File: src/common/glyph_render_defines.vh
/*
 Constants for the glyph render engine: control field positions,
 glyph sizes, byte counts, cell widths and heights, and state codes.
 Assumes plain Verilog-2005 and inclusion by bare name.
*/
`ifndef GLYPH_RENDER_DEFINES_VH
`define GLYPH_RENDER_DEFINES_VH

// Font control field positions
`define SIZE_HI        5
`define SIZE_LO        4
`define SET_HI         1
`define SET_LO         0

// Cell size selections
`define SIZE_SMALL     2'h0
`define SIZE_MEDIUM    2'h1
`define SIZE_LARGE     2'h2

// Character set selections
`define SET_LATIN1     2'h0
`define SET_LATIN2     2'h1
`define SET_LATIN4     2'h2
`define SET_CYRILLIC   2'h3

// Latin-1 extended range
`define EXT_FIRST      8'h80
`define EXT_LAST       8'h9F

// Full-width flag position in a user glyph code
`define WIDE_BIT       15

// Glyph byte counts per size
`define BYTES_8X16     8'h10
`define BYTES_16X16    8'h20
`define BYTES_12X24    8'h30
`define BYTES_24X24    8'h48
`define BYTES_16X32    8'h40
`define BYTES_32X32    8'h80

// Cell widths and heights
`define W8             6'h08
`define W12            6'h0C
`define W16            6'h10
`define W24            6'h18
`define W32            6'h20
`define H16            6'h10
`define H24            6'h18
`define H32            6'h20

// Ignored nibble of odd bytes in 12-wide rows
`define LOW_NIBBLE     8'h0F

// Engine states
`define ST_IDLE        3'h0
`define ST_FETCH       3'h1
`define ST_WAIT        3'h2
`define ST_PAINT       3'h3

`endif

File: src/glyph_addr_calc.v
/*
 Maps a user glyph code and cell size to the absolute bitmap address,
 byte count, cell width and cell height.
 Assumes the base address is stable while the engine works.
*/
`timescale 1ns/1ps
`include "glyph_render_defines.vh"

module glyph_addr_calc #(
  parameter ADDR_W = 32               // Display memory address width
) (
  // Request
  input  wire [15:0]       glyphCode,  // Code written by the host
  input  wire [1:0]        cellSize,   // Size selection
  input  wire [ADDR_W-1:0] baseAddr,   // User glyph region base
  // Result
  output reg  [ADDR_W-1:0] glyphAddr,  // Absolute bitmap address
  output reg  [7:0]        byteCount,  // Bytes in the bitmap
  output reg  [5:0]        cellWidth,  // Pixels per row
  output reg  [5:0]        cellHeight  // Rows
);

  wire wide = glyphCode[`WIDE_BIT];  // Full-width code range

  // Size lookup from width class and cell size
  always @* begin
    case (cellSize)
      `SIZE_MEDIUM: begin
        byteCount  = wide ? `BYTES_24X24 : `BYTES_12X24;
        cellWidth  = wide ? `W24 : `W12;
        cellHeight = `H24;
      end
      `SIZE_LARGE: begin
        byteCount  = wide ? `BYTES_32X32 : `BYTES_16X32;
        cellWidth  = wide ? `W32 : `W16;
        cellHeight = `H32;
      end
      default: begin
        byteCount  = wide ? `BYTES_16X16 : `BYTES_8X16;
        cellWidth  = wide ? `W16 : `W8;
        cellHeight = `H16;
      end
    endcase
    glyphAddr = baseAddr + {{(ADDR_W-16){1'b0}}, glyphCode} * {{(ADDR_W-8){1'b0}}, byteCount};
  end

endmodule // glyph_addr_calc

File: src/text_glyph_render.v
/*
 Character rendering engine: takes a character code from the host,
 fetches the glyph bitmap from the built-in font store or from the
 user glyph region, and writes expanded pixels in foreground or
 background colour to the display buffer.
 Assumes font store and memory read ports of any latency with a
 valid strobe, and a pixel sink with a ready handshake.
*/
`timescale 1ns/1ps
`include "glyph_render_defines.vh"

// Operation
// - Built-in sizes chosen by control bits 5:4
// - Character set chosen by control bits 1:0
// - Colours come from foreground, background registers
// - One code write renders whole glyph
// - Latin-1 codes 80h-9Fh render extension glyphs
// - User codes below 8000h are half width
// - User codes 8000h and above are full width
// - User code converted to absolute address
// - 8x16 glyph at base plus code*16
// - 16x16 glyph at base plus code*32
// - 12x24 glyph at base plus code*48
// - Odd bytes drop low nibble for 12-wide
// - 24x24 glyph at base plus code*72
// - 16x32 glyph at base plus code*64
// - 32x32 glyph at base plus code*128
module text_glyph_render #(
  parameter ADDR_W  = 32,  // Memory address width
  parameter COLOR_W = 24   // Pixel colour width
) (
  // Clock and reset
  input  wire               ref_clk,       // Core clock
  input  wire               sys_rst,       // Synchronous reset, high
  // Configuration
  input  wire [7:0]         fontControl,   // Size and set fields
  input  wire               userSource,    // 1 selects user glyph region
  input  wire [ADDR_W-1:0]  user_glyph_base_address, // Region base
  input  wire [7:0]         fgColor0,      // Foreground byte 0
  input  wire [7:0]         fgColor1,      // Foreground byte 1
  input  wire [7:0]         fgColor2,      // Foreground byte 2
  input  wire [7:0]         bgColor0,      // Background byte 0
  input  wire [7:0]         bgColor1,      // Background byte 1
  input  wire [7:0]         bgColor2,      // Background byte 2
  // Host code write
  input  wire               codeValid,     // Code write strobe
  input  wire [15:0]        user_glyph_code, // Character or glyph code
  output wire               codeReady,     // Engine idle
  output reg                busy,          // Rendering in progress
  // Built-in font store read
  output reg                romRead,       // Read strobe
  output reg  [1:0]         romSet,        // Selected character set
  output reg  [1:0]         romSize,       // Selected cell size
  output reg                romExtended,   // Latin-1 extension glyph
  output reg  [7:0]         romCode,       // Character code
  output reg  [7:0]         romByte,       // Byte index in glyph
  input  wire               romValid,      // Data valid
  input  wire [7:0]         romData,       // Glyph byte
  // User glyph region read
  output reg                memRead,       // Read strobe
  output reg  [ADDR_W-1:0]  user_glyph_address, // Byte address
  input  wire               memValid,      // Data valid
  input  wire [7:0]         memData,       // Glyph byte
  // Pixel output
  output reg                pixValid,      // Pixel strobe
  output reg  [5:0]         pixX,          // Column in cell
  output reg  [5:0]         pixY,          // Row in cell
  output reg  [COLOR_W-1:0] pixColor,      // Pixel colour
  input  wire               pixReady,      // Sink accepts pixel
  output reg                glyphDone      // Pulse at end of glyph
);

  ////////////////////////////////////////////////////////////////////////
  // Address and geometry

  wire [ADDR_W-1:0] calcAddr;    // Bitmap start in user region
  wire [7:0]        calcBytes;   // Bitmap length
  wire [5:0]        calcWidth;   // Cell width
  wire [5:0]        calcHeight;  // Cell height

  glyph_addr_calc #(.ADDR_W(ADDR_W)) addrCalc (
    .glyphCode  (user_glyph_code),
    .cellSize   (fontControl[`SIZE_HI:`SIZE_LO]),
    .baseAddr   (user_glyph_base_address),
    .glyphAddr  (calcAddr),
    .byteCount  (calcBytes),
    .cellWidth  (calcWidth),
    .cellHeight (calcHeight)
  );

  ////////////////////////////////////////////////////////////////////////
  // Engine state

  reg [2:0]        state;      // Engine state
  reg              fromUser;   // Latched source
  reg              narrow12;   // 12-wide cell in use
  reg [7:0]        byteIdx;    // Current byte in glyph
  reg [7:0]        byteTotal;  // Bytes in glyph
  reg [5:0]        width;      // Cell width latched
  reg [ADDR_W-1:0] baseLatch;  // Bitmap start latched
  reg [7:0]        shiftByte;  // Byte being painted
  reg [3:0]        bitsLeft;   // Bits left in byte
  reg [5:0]        col;        // Current column
  reg [5:0]        row;        // Current row

  assign codeReady = (state == `ST_IDLE);

  // Significant bits in a byte, odd bytes of 12-wide rows hold four
  function [3:0] sigBits;
    input       is12;
    input [7:0] idx;
    begin
      sigBits = (is12 && idx[0]) ? 4'h4 : 4'h8;
    end
  endfunction

  wire       dataValid = fromUser ? memValid : romValid;  // Source strobe
  wire [7:0] dataRaw   = fromUser ? memData : romData;    // Source byte
  // low nibble masked on odd bytes of 12-wide rows
  wire [7:0] dataByte  = (narrow12 && byteIdx[0]) ? (dataRaw & ~`LOW_NIBBLE) : dataRaw;

  wire [COLOR_W-1:0] fgColor = {fgColor2, fgColor1, fgColor0};
  wire [COLOR_W-1:0] bgColor = {bgColor2, bgColor1, bgColor0};

  ////////////////////////////////////////////////////////////////////////
  // Fetch and paint sequence

  always @(posedge ref_clk) begin
    if (sys_rst) begin
      state <= `ST_IDLE;
      busy <= 1'b0;
      fromUser <= 1'b0;
      narrow12 <= 1'b0;
      byteIdx <= 8'h00;
      byteTotal <= 8'h00;
      width <= 6'h00;
      baseLatch <= {ADDR_W{1'b0}};
      shiftByte <= 8'h00;
      bitsLeft <= 4'h0;
      col <= 6'h00;
      row <= 6'h00;
      romRead <= 1'b0;
      romSet <= 2'h0;
      romSize <= 2'h0;
      romExtended <= 1'b0;
      romCode <= 8'h00;
      romByte <= 8'h00;
      memRead <= 1'b0;
      user_glyph_address <= {ADDR_W{1'b0}};
      pixValid <= 1'b0;
      pixX <= 6'h00;
      pixY <= 6'h00;
      pixColor <= {COLOR_W{1'b0}};
      glyphDone <= 1'b0;
    end else begin
      romRead <= 1'b0;
      memRead <= 1'b0;
      glyphDone <= 1'b0;
      case (state)
        `ST_IDLE: begin
          if (codeValid) begin
            busy <= 1'b1;
            fromUser <= userSource;
            byteIdx <= 8'h00;
            col <= 6'h00;
            row <= 6'h00;
            if (userSource) begin
              byteTotal <= calcBytes;
              width <= calcWidth;
              narrow12 <= (calcWidth == `W12);
              baseLatch <= calcAddr;
            end else begin
              romSize <= fontControl[`SIZE_HI:`SIZE_LO];
              romSet <= fontControl[`SET_HI:`SET_LO];
              romCode <= user_glyph_code[7:0];
              romExtended <= (fontControl[`SET_HI:`SET_LO] == `SET_LATIN1) &&
                             (user_glyph_code[7:0] >= `EXT_FIRST) &&
                             (user_glyph_code[7:0] <= `EXT_LAST);
              byteTotal <= (fontControl[`SIZE_HI:`SIZE_LO] == `SIZE_MEDIUM) ?
                           `BYTES_12X24 : (fontControl[`SIZE_HI:`SIZE_LO] ==
                           `SIZE_LARGE) ? `BYTES_16X32 : `BYTES_8X16;
              width <= (fontControl[`SIZE_HI:`SIZE_LO] == `SIZE_MEDIUM) ? `W12 :
                       (fontControl[`SIZE_HI:`SIZE_LO] == `SIZE_LARGE) ? `W16 : `W8;
              narrow12 <= (fontControl[`SIZE_HI:`SIZE_LO] == `SIZE_MEDIUM);
            end
            state <= `ST_FETCH;
          end
        end
        `ST_FETCH: begin
          if (fromUser) begin
            memRead <= 1'b1;
            user_glyph_address <= baseLatch + {{(ADDR_W-8){1'b0}}, byteIdx};
          end else begin
            romRead <= 1'b1;
            romByte <= byteIdx;
          end
          state <= `ST_WAIT;
        end
        `ST_WAIT: begin
          // Byte arrives from the selected source
          if (dataValid) begin
            shiftByte <= dataByte;
            bitsLeft <= sigBits(narrow12, byteIdx);
            state <= `ST_PAINT;
          end
        end
        `ST_PAINT: begin
          // Hold pixel until the sink takes it
          if (!pixValid || pixReady) begin
            if (bitsLeft != 4'h0) begin
              pixValid <= 1'b1;
              pixX <= col;
              pixY <= row;
              pixColor <= shiftByte[7] ? fgColor : bgColor;
              shiftByte <= {shiftByte[6:0], 1'b0};
              bitsLeft <= bitsLeft - 4'h1;
              if (col == width - 6'h01) begin
                col <= 6'h00;
                row <= row + 6'h01;
              end else begin
                col <= col + 6'h01;
              end
            end else begin
              pixValid <= 1'b0;
              if (byteIdx == byteTotal - 8'h01) begin
                busy <= 1'b0;
                glyphDone <= 1'b1;
                state <= `ST_IDLE;
              end else begin
                byteIdx <= byteIdx + 8'h01;
                state <= `ST_FETCH;
              end
            end
          end
        end
        default: state <= `ST_IDLE;
      endcase
    end
  end

endmodule // text_glyph_render

File: config.mk
export PLATFORM = sky130hd
export DESIGN_NAME = text_glyph_render
export DESIGN_NICKNAME = d
export VERILOG_FILES = /design/src/glyph_addr_calc.v /design/src/text_glyph_render.v
export VERILOG_INCLUDE_DIRS = /design/src /design/src/common
export SDC_FILE = /design/constraint.sdc
export NUM_CORES = 1
export LEC_CHECK = 0
export BUFFER_PORTS_ARGS = -buffer_cell sky130_fd_sc_hd__buf_2
export CORE_MARGIN = 2
export CORE_UTILIZATION = 30
export CTS_CLUSTER_DIAMETER = 200
export DETAILED_ROUTE_END_ITERATION = 7
export SETUP_SLACK_MARGIN = 0.4
export SLEW_MARGIN = 10
export SYNTH_ARGS = -nofsm -noshare
export SYNTH_HDL_FRONTEND = slang
export SYNTH_SLANG_ARGS = --single-unit
File: constraint.sdc
create_clock -name ref_clk -period 7.6 [get_ports ref_clk]
set_clock_uncertainty 0.05 [all_clocks]
set_input_delay 0.38 -clock ref_clk [delete_from_list [all_inputs] [get_ports ref_clk]]
set_output_delay 0.38 -clock ref_clk [all_outputs]
set_load 0.01 [all_outputs]
==> results by stage, run 1 <==
STA:
- Derived from the worst setup path, the maximum achievable clock frequency is 177 MHz.
- The summed negative setup slack over all endpoints is 0 ns.
- In the finished design, the share of the clock period the worst path needs comes to 74.5%.
- Setup repair after global routing left no endpoint under its margin.
- The transition time of the tightest slew-check pin is 1.09 ns.
- Headroom to the max-slew limit came out at a little over a quarter.
- The worst path needs between 5 and 6 ns of the cycle, external delays included.
- The final-report setup violation count is 0.
- The final count of hold timing violations is 0.
- The count of pins over their slew limit is 0.

Yosys:
- Of the synthesized area, sequential elements account for about 29%.
- The area share of the largest cell type after synthesis is 29.0%.
- When the netlist entered floorplanning its net count stood at between 1500 and 2000.
- After synthesis the netlist holds a flip-flop and latch count of 170.
- The top cell type by total area after synthesis is dfxtp_1.
- Synthesis instantiated 72 different standard cells from the library.
- The synthesized area per cell is 8.26 um^2.
- The cell count after synthesis is 1420.
- The area of the mapped netlist is 11700 um^2.
- The async set or reset register ratio after synthesis is 0%.
- By area the synthesized netlist is led by dfxtp_1 (29%), fa_1 (10%), ha_1 (9.7%).
- The number of warnings issued by yosys is 0.
- The synthesized design contains 0 enable-type register cells.
- The most used flip-flop cell after synthesis is dfxtp_1.

Setup path:
- The delay contributed by the slowest stage of the critical path is 0.55 ns.
- The data arrival time of the worst path is about 5.9 ns.
- The critical path capture point type is a flop.
- Walking the worst path, the cells encountered are buf_2 > inv_1 > ha_1 > and2_1 > nand2_1 > fa_1 > fa_1 > inv_1 > fa_1 > inv_1 > fa_1 > inv_1 > ha_1 > o21ai_0 > o211ai_1 > a31oi_1 > a31oi_1 > or3_1 > nand3_1 > a21oi_1.
- The slowest library cell on the worst path is fa_1.
- The dominant delay contributor by cell family on the critical path is adder cells.
- The number of buffer and inverter stages on the critical path is 5.
- Of all nets on the critical path, the largest fanout is 17.
- STA classifies the critical path startpoint as a primary input.
- The data required time at the worst endpoint is 7.85 ns.
- The classification of the worst setup path is primary input to flop.

Global routing:
- The wire length of the first global-routing pass is 50.4 mm.
- The number of global-route vias before repair came to 9884.
- Entering global routing, the biggest net connects between 70 and 80 pins.
- Global routing used between 15 and 20% of the available tracks.
- The number of antenna violations at the first check in global routing is 0.
- The remaining global-route overflow is 0.

Clock tree:
- The hold buffer count at cts is 0.
- The TritonCTS sink count is 170.
- After clock tree synthesis, the clock-pin slew on the worst setup and hold paths is 0.07 ns.
- In this run the clock root is driven by a clkbuf_16.
- The clock latency on the worst-skew pair is 0.46 ns.
- TritonCTS built the clock tree.
- The post-cts repair resize count is 0.
- Buffers added to address setup during post-CTS repair amount to 0.
- The number of CTS-inserted buffers is 17.
- The maximum buffer depth of the clock tree is 2.
- The CTS H-tree depth is 4.

Placement:
- The last weighted congestion value of the routability-driven placer is 0.842.
- The count of buffers added on input and output ports is 217.
- The sum of net half-perimeters after detailed placement is 24.5 mm.
- The placed cell area is 13200 um^2.

Flow run:
- The tool flagged a number of max-cap violations equal to 0.

Cells and area:
- Summing all multi-input logic gate instances after layout gives 7580 um^2.
- After filler insertion, the fill cell instance count of the layout stands at ~4000.
- Summing all flip-flop and latch instances after layout gives 3400 um^2.
- Relative to the synthesized area, the layout overhead comes to 18.1%.
- The ratio of cells with drive above 1 in the final layout is 17.6%.
- The finished cells cover around 14000 um^2.
- After the last flow step, the layout net total stands at 1869.

Pwr:
- IR analysis of the VDD net gives a maximum drop of 0.156 mV.
- For this design the ratio of total power to cell area is about 230 nW/um^2.
- In this run the static leakage power is ~6.1 nW.
- The power after layout is 3.15 mW.

Die:
- Row generation in the floorplan step produced slightly above 70 rows.
- The initial standard-cell utilization of the core is ~30%.
- The die covers 40700 um^2.
- The core area is around 39000 um^2.
- 222 I/O pins were placed.
- Measured along the x axis, the die boundary spans 202 um.
- The die is 202 um tall.

Detailed routing:
- Wires add up to 31.0 mm.
- Dividing the detail-routed wire length by the instance count gives 14.6 um.
- In this run, the number of DRC markers left after iteration 0 of detailed routing was 501.
- After detailed routing, the number of vias per cell comes to 4.77.
- The count of nets left with antenna violations after detail routing is 0.
- The first detailed-routing pass took 5 iterations.
- After detailed routing, the number of remaining DRC violations is 0.
- The via count is just over 10000.

Min path:
- The path class of the lowest-slack min-delay path is primary input to flop.

Status:
- The flow ran to the end, and the final reports show no timing, DRC or antenna violations.
## report_power, final
part	leakage [nW]	switching, mW	internal (mW)	total, mW
logic	4.44	0.722	0.455	1.18
clock network	0.295	0.449	0.452	0.901
registers	1.38	0.0801	0.992	1.07
## logic make-up (layout without fill, tap and decap cells)
group | Yosys count | after routing | share of synthesized area [%]
AOI/OAI and AO/OA | 310 | 310 | 16.2
other | 1 | 2 | 0.0320
buffers and inverters | 197 | 380 | 6.42
xor gates and xnor gates | 62 | 62 | 4.63
muxes | 41 | 41 | 3.55
DFF | 170 | 170 | 29.0
adders and majority gates | 152 | 152 | 20.1
and+or+nand+nor | 487 | 487 | 20.1
## cell type report
type	count	share of cell area [%]
diodes	1	0.0181
multi-input cells	1053	54.7
clock inverters	15	1.37
flip-flops and latches	170	24.6
well taps	518	4.68
clock buffers	17	3.07
inverters	123	3.33
repair buffers	225	8.29
## layer usage
metal,track usage (%),wire [um]
met1,20.9,15300
met2,24.7,14100
met3,2.26,1110
met4,4.41,545
met5,0,0
## worst register-to-register path, stage by stage (launching register included)
cell and delay (ns):
dfxtp_1 0.51, ha_1 0.22, inv_1 0.05, fa_1 0.38
and2b_1 0.24, o21a_1 0.14, o21ai_1 0.12, a211oi_2 0.66
nand4_1 0.21, xor2_1 0.20, a21oi_1 0.08
## sequential cells by signal (all words and copies together), names as in the netlist, 2 cells and up
signal	cells
user_glyph_address	32
romSet	2
bitsLeft	4
col	6
byteTotal	4
width	4
romCode	8
state	2
pixColor	24
byteIdx	8
romByte	8
romSize	2
shiftByte	8
baseLatch	32
row	6
pixX	6
pixY	6
## placed cells by master (no fill, tap or decap), drive strengths merged, types with 7 or more instances in the layout
master  netlist  final
a211oi       42     42
a31oi         7      7
or3          10     10
nand4        19     19
nor3         25     25
nand2       187    187
and2         58     58
a21o         13     13
inv         123    132
nand3        26     26
nand2b        9      9
xnor2        32     32
clkbuf       56     17
dfxtp       170    170
a21oi       147    147
o21ai        55     55
ha           91     91
and3         21     21
mux2i        36     36
nor2         98     98
xor2         30     30
fa           61     61
buf          18    225
## cells in the mapped netlist (11+ instances only)
library cell and n:
a211oi_1 41, a21o_1 13, a21oi_1 142, and2_1 58
and3_1 21, buf_2 11, clkbuf_1 56, dfxtp_1 170
fa_1 61, ha_1 91, inv_1 123, mux2i_1 36
nand2_1 187, nand3_1 25, nand4_1 18, nor2_1 98
nor3_1 24, o21ai_0 52, xnor2_1 32, xor2_1 30
## worst paths after layout
kind,from,endpoint,slack [ns],cells past startpoint
setup reg to reg,byteIdx[0],user_glyph_address[22],4.60,10
hold reg to reg,user_glyph_address[3],user_glyph_address[3],0.40,2
setup / recovery,fontControl[4],baseLatch[20],1.93,20
hold / removal,user_glyph_base_address[1],baseLatch[1],0.12,3
## metrics by stage
stage,hold slack (ns),cells,util (%),setup WS (ns)
after detailed placement,0.391,2089,34.3,1.45
after CTS,0.0917,2121,35.9,1.93
final,0.119,2122,35.9,1.93
after global placement,0.388,2089,34.3,1.49
after global routing,0.104,2121,35.9,1.56
after floorplan,0.382,1420,-,2.21
Power figures use the tool's default switching activity.
==> inputs of run 2 (changes only) <==
- clock period: 7.6 -> 4.56 ns (I/O delays scaled with it)
==> run 2 against run 1 <==
Compared with the run above:
- the run now ends with setup timing left
- die area did not move
- wire length is 8.0% higher
- combinational power increased by 130%
- flip-flop and latch count unchanged
- largest cell class unchanged
- register-to-register slack lost 3.0 ns
- sequential share of layout area shrank 2.3 points
==> results by stage, run 2 (synthesis results as in run 1) <==
STA:
- The final worst setup slack is -0.0535 ns (was 1.93 ns).
- The final count of hold timing violations was 0 (unchanged).
- In the finished design, the share of the clock period the worst path needs comes to 101%.
- The count of pins over their slew limit came to 0 (unchanged).
- The smallest hold slack was 0.0187 ns (was 0.119 ns).
- RSZ-0062 raised after global routing: true (was false).
- The worst path in the final design needs a cycle of 4.61 ns, including I/O delays and setup.
- The achievable clock frequency is between 200 and 250 MHz.
- The relative slew slack is 28.3% (was 27.4%).
- The transition time of the tightest slew-check pin is 1.08 ns (was 1.09 ns).
- The final-report setup violation count is 4 (was 0).

Die:
- The initial standard-cell utilization of the core is 30.4% (unchanged).
- The floorplan die area is 40700 um^2 (unchanged).
- The vertical extent of the die was 202 um (unchanged).
- The core area is 38600 um^2 (unchanged).
- The overall die width is 202 um (unchanged).
- The standard-cell row count is 72 (unchanged).
- The count of boundary I/O pins is 222 (unchanged).

Clock tree:
- The clock-pin transition on the worst setup and hold timing paths is 0.08 ns (was 0.07 ns).
- The clock latency on the worst-skew pair came to 0.44 ns (was 0.46 ns).
- The CTS H-tree depth was 4 (unchanged).
- The buffer cell driving the clock tree root was clkbuf_16 (unchanged).
- The CTS tree is built (unchanged).
- The maximum buffer depth of the clock tree is 2 (unchanged).
- The number of CTS-inserted buffers is 17 (unchanged).
- The TritonCTS sink count came to 170 (unchanged).

Setup path:
- The classification of the worst setup path was primary input to flop (unchanged).
- The largest driver fanout on the critical path was 6 (was 17).
- The worst reg2reg path startpoint is byteIdx[6] (was byteIdx[0]).
- The delay contributed by the slowest stage of the critical path came to 0.49 ns (was 0.55 ns).
- The data required time at the worst endpoint came to 4.80 ns (was 7.85 ns).
- The startpoint class of the critical path is a primary input (unchanged).
- The data arrival time of the worst path was 4.85 ns (was 5.92 ns).
- The start point of the critical path was fontControl[4] (unchanged).
- Cell-by-cell listing of the critical path: buf_12 > inv_6 > ha_4 > nand3b_1 > buf_6 > nand2_4 > and2_4 > fa_1 > fa_1 > fa_1 > inv_1 > fa_1 > inv_2 > ha_4 > a211oi_2 > o211ai_1 > a31oi_2 > a31oi_2 > or3_1 > nand3_1 > a21oi_1 (was buf_2 > inv_1 > ha_1 > and2_1 > nand2_1 > fa_1 > fa_1 > inv_1 > fa_1 > inv_1 > fa_1 > inv_1 > ha_1 > o21ai_0 > o211ai_1 > a31oi_1 > a31oi_1 > or3_1 > nand3_1 > a21oi_1).
- By instance count, the cell type seen most on the critical path is fa_1.
- The slowest library cell on the worst path is fa_1 (unchanged).
- The critical path capture point type is a flop (unchanged).

Cells and area:
- The net total in the final layout is 1976 (was 1869).
- Commonest cells after routing, fill and taps aside: buf_2 (214), nand2_1 (180), dfxtp_1 (170) (was buf_2 (216), nand2_1 (187), dfxtp_1 (170)).
- The post-route cell area is 15300 um^2 (was 13900 um^2).
- Largest registers: baseLatch x32, user_glyph_address x32, pixColor x24 (unchanged).
- The leading cell type in the layout, fill and taps excluded is buf_2 (unchanged).
- The area growth from synthesis to final layout came to 30.2% (was 18.1%).
- The ratio of cells with drive above 1 in the final layout was 27.4% (was 17.6%).

Placement:
- The last weighted congestion value of the routability-driven placer came to 0.844 (was 0.842).
- The placed cell area is 14100 um^2 (was 13200 um^2).
- The worst setup timing slack at the placement stage is -0.703 ns (was 1.45 ns).
- The number of port buffers came to 217 (unchanged).
- The sum of net half-perimeters after detailed placement was 26.1 mm (was 24.5 mm).

Flow run:
- The number of max-cap violations is 0 (unchanged).

Global routing:
- The maximum number of pins on one net before global-route repair is 71 (was 76).
- The remaining global-route overflow is 0 (unchanged).
- The number of global-route vias before repair came to 10300 (was 9884).
- The number of antenna violations at the first check in global routing was 1 (was 0).
- The wire length of the first global-routing pass was 53.4 mm (was 50.4 mm).
- The total global-route track usage is 16.1% (was 15.2%).

Detailed routing:
- The count of nets left with antenna violations after detail routing is 0 (unchanged).
- The violation count after the first detailed-route iteration is 429 (was 501).
- The detailed-router iteration count before antenna repair is 4 (was 5).
- The via count is 10600 (was 10100).
- The DRC violations left is 0 (unchanged).
- The mean routed wirelength per cell came to 15.0 um (was 14.6 um).
- The via-per-instance ratio is 4.74 (was 4.77).
- The routed wire length is 33.5 mm (was 31.0 mm).

Status:
- The final reports fail on setup timing.
- Outcome: complete, but fails checks (was complete, no violations).

Pwr:
- The worst-case vdd ir drop was 0.260 mV (was 0.156 mV).
- The leakage power figure is 6.73 nW (was 6.12 nW).
- The power per cell area came to 389 nW/um^2 (was 227 nW/um^2).

Min path:
- The startpoint of the lowest-slack hold path is pixReady (was user_glyph_base_address[1]).
- The path class of the lowest-slack min-delay path is primary input to flop (unchanged).
## run 2: changes by cell type in the layout (fill, tap and decap cells not counted), moves of 8 or more
cell | previous run | this run
inv_2 | 0 | 8
a21oi_2 | 5 | 13
and2_4 | 0 | 8
buf_6 | 0 | 14
ha_4 | 0 | 17
and2_1 | 58 | 50
a21oi_1 | 142 | 130
inv_1 | 123 | 113
buf_4 | 9 | 93
ha_1 | 91 | 74
## run 2: layout make-up
class / instances / area, um^2
Sequential cell: 170 / 3400
Timing Repair Buffer: 331 / 2060
Fill cell: 3891 / 23400
Clock buffer: 17 / 425
Inverter: 123 / 469
Multi-Input combinational cell: 1054 / 8110
Tap cell: 518 / 648
Clock inverter: 15 / 169
Antenna cell: 1 / 2.50
## run 2: where the power goes
group / internal [mW] / switching (mW)
Clock: 0.741 / 0.740
Combinational: 1.25 / 1.43
Sequential: 1.65 / 0.146
Total: 3.64 / 2.31
## run 2: worst paths after layout
kind,endpoint,slack [ns],cells past startpoint
max,baseLatch[20],-0.05,21
min,pixValid,0.02,4
max reg2reg,user_glyph_address[21],1.61,8
min reg2reg,user_glyph_address[3],0.40,2
## run 2: metrics by stage
stage	total power, mW	util, %	TNS (ns)	instances
after floorplan	3.43	-	-0.341	1420
after detailed placement	4.23	36.4	-11.02	2166
after global placement	4.19	36.4	-9.22	2166
after global routing	6.38	39.5	-2.09	2229
final	5.95	39.5	-0.109	2229
after CTS	5.89	38.9	-0.127	2220
## run 2: layer usage
layer	GRT usage (%)	share of wire (%)
met5	0	0
met4	4.33	1.5
met3	2.21	3.5
met2	26.3	46
met1	22.3	49
## run 2: what timing repair did
action | CTS | global route
endpoints found under the setup margin | 22 | 23
resized for setup | 41 | 42
endpoints found under the hold margin | 7 | 0
pin swaps | 28 | 35
hold buffers | 7 | 0
gates cloned | 1 | 0
setup buffers | 14 | 8
## run 2: critical path: cells and delay by family
kind            cells  cell delay [ns]
simple gates        5             0.93
compound gates      5             0.94
fa+ha+maj           6             2.31
buf+inv             5             0.44
==> inputs of run 3 (changes only) <==
- RECOVER_POWER: default -> 100
==> run 3 against run 2 <==
Compared with the run above:
- the run ends with capacitance limit, slew limit, setup timing left
- critical path depth unchanged
- clock power about the same
- via count about the same
- register-to-register slack got worse by 1.1 ns
- utilization down 0.43 points
- non-clock buffer count is the same
- sequential share of layout area grew 0.25 points
- worst setup slack worse by 0.0049 ns
- critical endpoint unchanged
==> results by stage, run 3 (synthesis results as in run 1) <==
Status:
- Outcome: complete, but fails checks (unchanged).
- Violated checks: capacitance limit, slew limit, setup timing (was setup timing).

Global routing:
- The number of antenna violations at the first check in global routing is 1 (unchanged).
- The total global-route track usage was 16.1% (unchanged).
- The maximum number of pins on one net before global-route repair was 71 (unchanged).
- The remaining global-route overflow is 0 (unchanged).
- The number of global-route vias before repair is 10300 (unchanged).
- The wire length of the first global-routing pass is 53.4 mm (unchanged).

Placement:
- The sum of net half-perimeters after detailed placement is 26.1 mm (unchanged).
- The number of port buffers came to 217 (unchanged).
- The last weighted congestion value of the routability-driven placer came to 0.844 (unchanged).
- The placed cell area is 14100 um^2 (unchanged).

Cells and area:
- The ratio of cells with drive above 1 in the final layout was 21.2% (was 27.4%).
- The area taken by multi-input logic gates is 8070 um^2 (was 8110 um^2).
- The leading cell type in the layout, fill and taps excluded is nand2_1 (was buf_2).
- The register area is 3400 um^2 (unchanged).
- The total of fill cells in the finished design came to 3928 (was 3891).
- The area growth from synthesis to final layout is 28.8% (was 30.2%).
- The net total in the final layout is 1976 (unchanged).
- Largest registers: baseLatch x32, user_glyph_address x32, pixColor x24 (unchanged).
- Commonest cells after routing, fill and taps aside: nand2_1 (180), dfxtp_1 (170), a21oi_1 (132) (was buf_2 (214), nand2_1 (180), dfxtp_1 (170)).
- The post-route cell area is 15100 um^2 (was 15300 um^2).
- The final core area utilization was 39.1% (was 39.5%).

Clock tree:
- The buffer cell driving the clock tree root is clkbuf_16 (unchanged).
- The number of CTS-inserted buffers is 17 (unchanged).
- The TritonCTS sink count came to 170 (unchanged).
- The clock-pin transition on the worst setup and hold timing paths is 0.08 ns (about the same).
- The clock latency on the worst-skew pair is 0.45 ns (was 0.44 ns).
- The maximum buffer depth of the clock tree came to 2 (unchanged).
- The CTS H-tree depth is 4 (unchanged).
- The CTS tree is built (unchanged).

Die:
- The standard-cell row count is 72 (unchanged).
- The overall die width is 202 um (unchanged).
- The floorplan die area is 40700 um^2 (unchanged).
- The count of boundary I/O pins came to 222 (unchanged).
- The vertical extent of the die is 202 um (unchanged).
- The initial standard-cell utilization of the core came to 30.4% (unchanged).
- The core area is 38600 um^2 (unchanged).

Min path:
- The number of instances on the worst hold path was 4 (unchanged).
- The endpoint with the worst hold slack is pixValid (unchanged).
- The startpoint of the lowest-slack hold path was pixReady (unchanged).
- The path class of the lowest-slack min-delay path is primary input to flop (unchanged).

Flow run:
- The number of max-cap violations is 2 (was 0).

STA:
- The final worst-path cycle share came to 101% (about the same).
- The smallest hold slack was 0.0210 ns (was 0.0187 ns).
- The count of pins over their slew limit is 117 (was 0).
- The final critical delay including setup and external delays is 4.62 ns (was 4.61 ns).
- RSZ-0062 raised after global routing: true (unchanged).
- The relative slew slack was -34.5% (was 28.3%).
- The final-report setup violation count is 5 (was 4).
- The final worst setup slack is -0.0584 ns (was -0.0535 ns).
- The transition time of the tightest slew-check pin is 2.02 ns (was 1.08 ns).
- The final count of hold timing violations is 0 (unchanged).
- The achievable clock frequency was 217 MHz (about the same).

Detailed routing:
- The DRC violations left came to 0 (unchanged).
- The via count was 10600 (about the same).
- The detailed-router iteration count before antenna repair is 5 (was 4).
- The routed wire length came to 33.5 mm (about the same).
- The mean routed wirelength per cell was 15.0 um (about the same).
- The via-per-instance ratio is 4.74 (about the same).
- The violation count after the first detailed-route iteration is 424 (was 429).
- The count of nets left with antenna violations after detail routing is 0 (unchanged).

Setup path:
- The critical path capture point type is a flop (unchanged).
- The data required time at the worst endpoint is 4.80 ns (about the same).
- The end of the worst register-to-register path is col[4] (was user_glyph_address[21]).
- The startpoint class of the critical path was a primary input (unchanged).
- The worst reg-to-reg setup slack is 0.54 ns (was 1.61 ns).
- The cell depth of the worst flop-to-flop path is 7 (was 8).
- The classification of the worst setup path is primary input to flop (unchanged).
- The data arrival time of the worst path was 4.86 ns (was 4.85 ns).
- The worst reg2reg path startpoint is state[0] (was byteIdx[6]).
- The largest driver fanout on the critical path is 6 (unchanged).

Pwr:
- The power per cell area is 392 nW/um^2 (was 389 nW/um^2).
- The power after layout is 5.92 mW (was 5.95 mW).
- The leakage power figure is 6.30 nW (was 6.73 nW).
- The worst-case vdd ir drop came to 0.260 mV (about the same).
==> run 3: worst max-delay path, stage by stage <==
cell and delay, ns:
buf_12 0.10, inv_6 0.03, ha_4 0.24, nand3b_1 0.24, buf_6 0.18, nand2_4 0.09
and2_4 0.15, fa_1 0.44, fa_1 0.46, fa_1 0.49, inv_1 0.05, fa_1 0.49
inv_2 0.05, ha_4 0.23, a211oi_2 0.24, o211ai_1 0.17, a31oi_2 0.29, a31oi_2 0.16
or3_1 0.36, nand3_1 0.09, a21oi_1 0.08
==> run 3: worst max path at each step <==
stage / start / to / slack, ns / depth (start not counted)
6_report: fontControl[4] / baseLatch[20] / -0.06 / 21
5_1_grt: fontControl[4] / baseLatch[31] / -0.22 / 22
4_1_cts: fontControl[4] / baseLatch[31] / -0.04 / 22
3_5_place_dp: fontControl[4] / baseLatch[20] / -0.70 / 20
3_3_place_gp: fontControl[4] / baseLatch[20] / -0.58 / 20
2_1_floorplan: fontControl[5] / baseLatch[31] / -0.09 / 19
==> run 3: routing by layer <==
metal / vias up / GRT usage, % / share of wire (%)
li1: 5382 / - / -
met1: 4971 / 22.3 / 49
met2: 188 / 26.3 / 46
met3: 27 / 2.21 / 3.1
met4: 0 / 4.33 / 1.5
met5: - / 0 / 0
==> run 3: area by class of cell <==
| class | instances | area share [%] |
|---|---|---|
| diodes | 1 | 0.0166 |
| clock buffers | 17 | 2.81 |
| clock inverters | 15 | 1.12 |
| inverters | 123 | 3.10 |
| multi-input cells | 1054 | 53.4 |
| flip-flops and latches | 170 | 22.5 |
| well taps | 518 | 4.29 |
| repair buffers | 331 | 12.7 |
==> run 3: per-stage QoR <==
stage / setup TNS (ns) / worst slack (ns) / instances
final: -0.159 / -0.0584 / 2229
after global routing: -2.09 / -0.220 / 2229
after CTS: -0.127 / -0.0370 / 2220
after detailed placement: -11.02 / -0.703 / 2166
after global placement: -9.22 / -0.584 / 2166
after floorplan: -0.341 / -0.0915 / 1420
==> run 3: timing repair <==
| action | CTS | global route |
|---|---|---|
| pin swaps | 28 | 35 |
| cloned | 1 | 0 |
| setup buffers | 14 | 8 |
| hold endpoints to repair | 7 | 0 |
| hold buffers | 7 | 0 |
| endpoints found under the setup margin | 22 | 23 |
| resized for setup | 41 | 42 |
==> run 3: power breakdown <==
group          switching [mW]  internal [mW]
clock                   0.738          0.741
combinational            1.42           1.22
sequential              0.147           1.65
total                    2.31           3.61
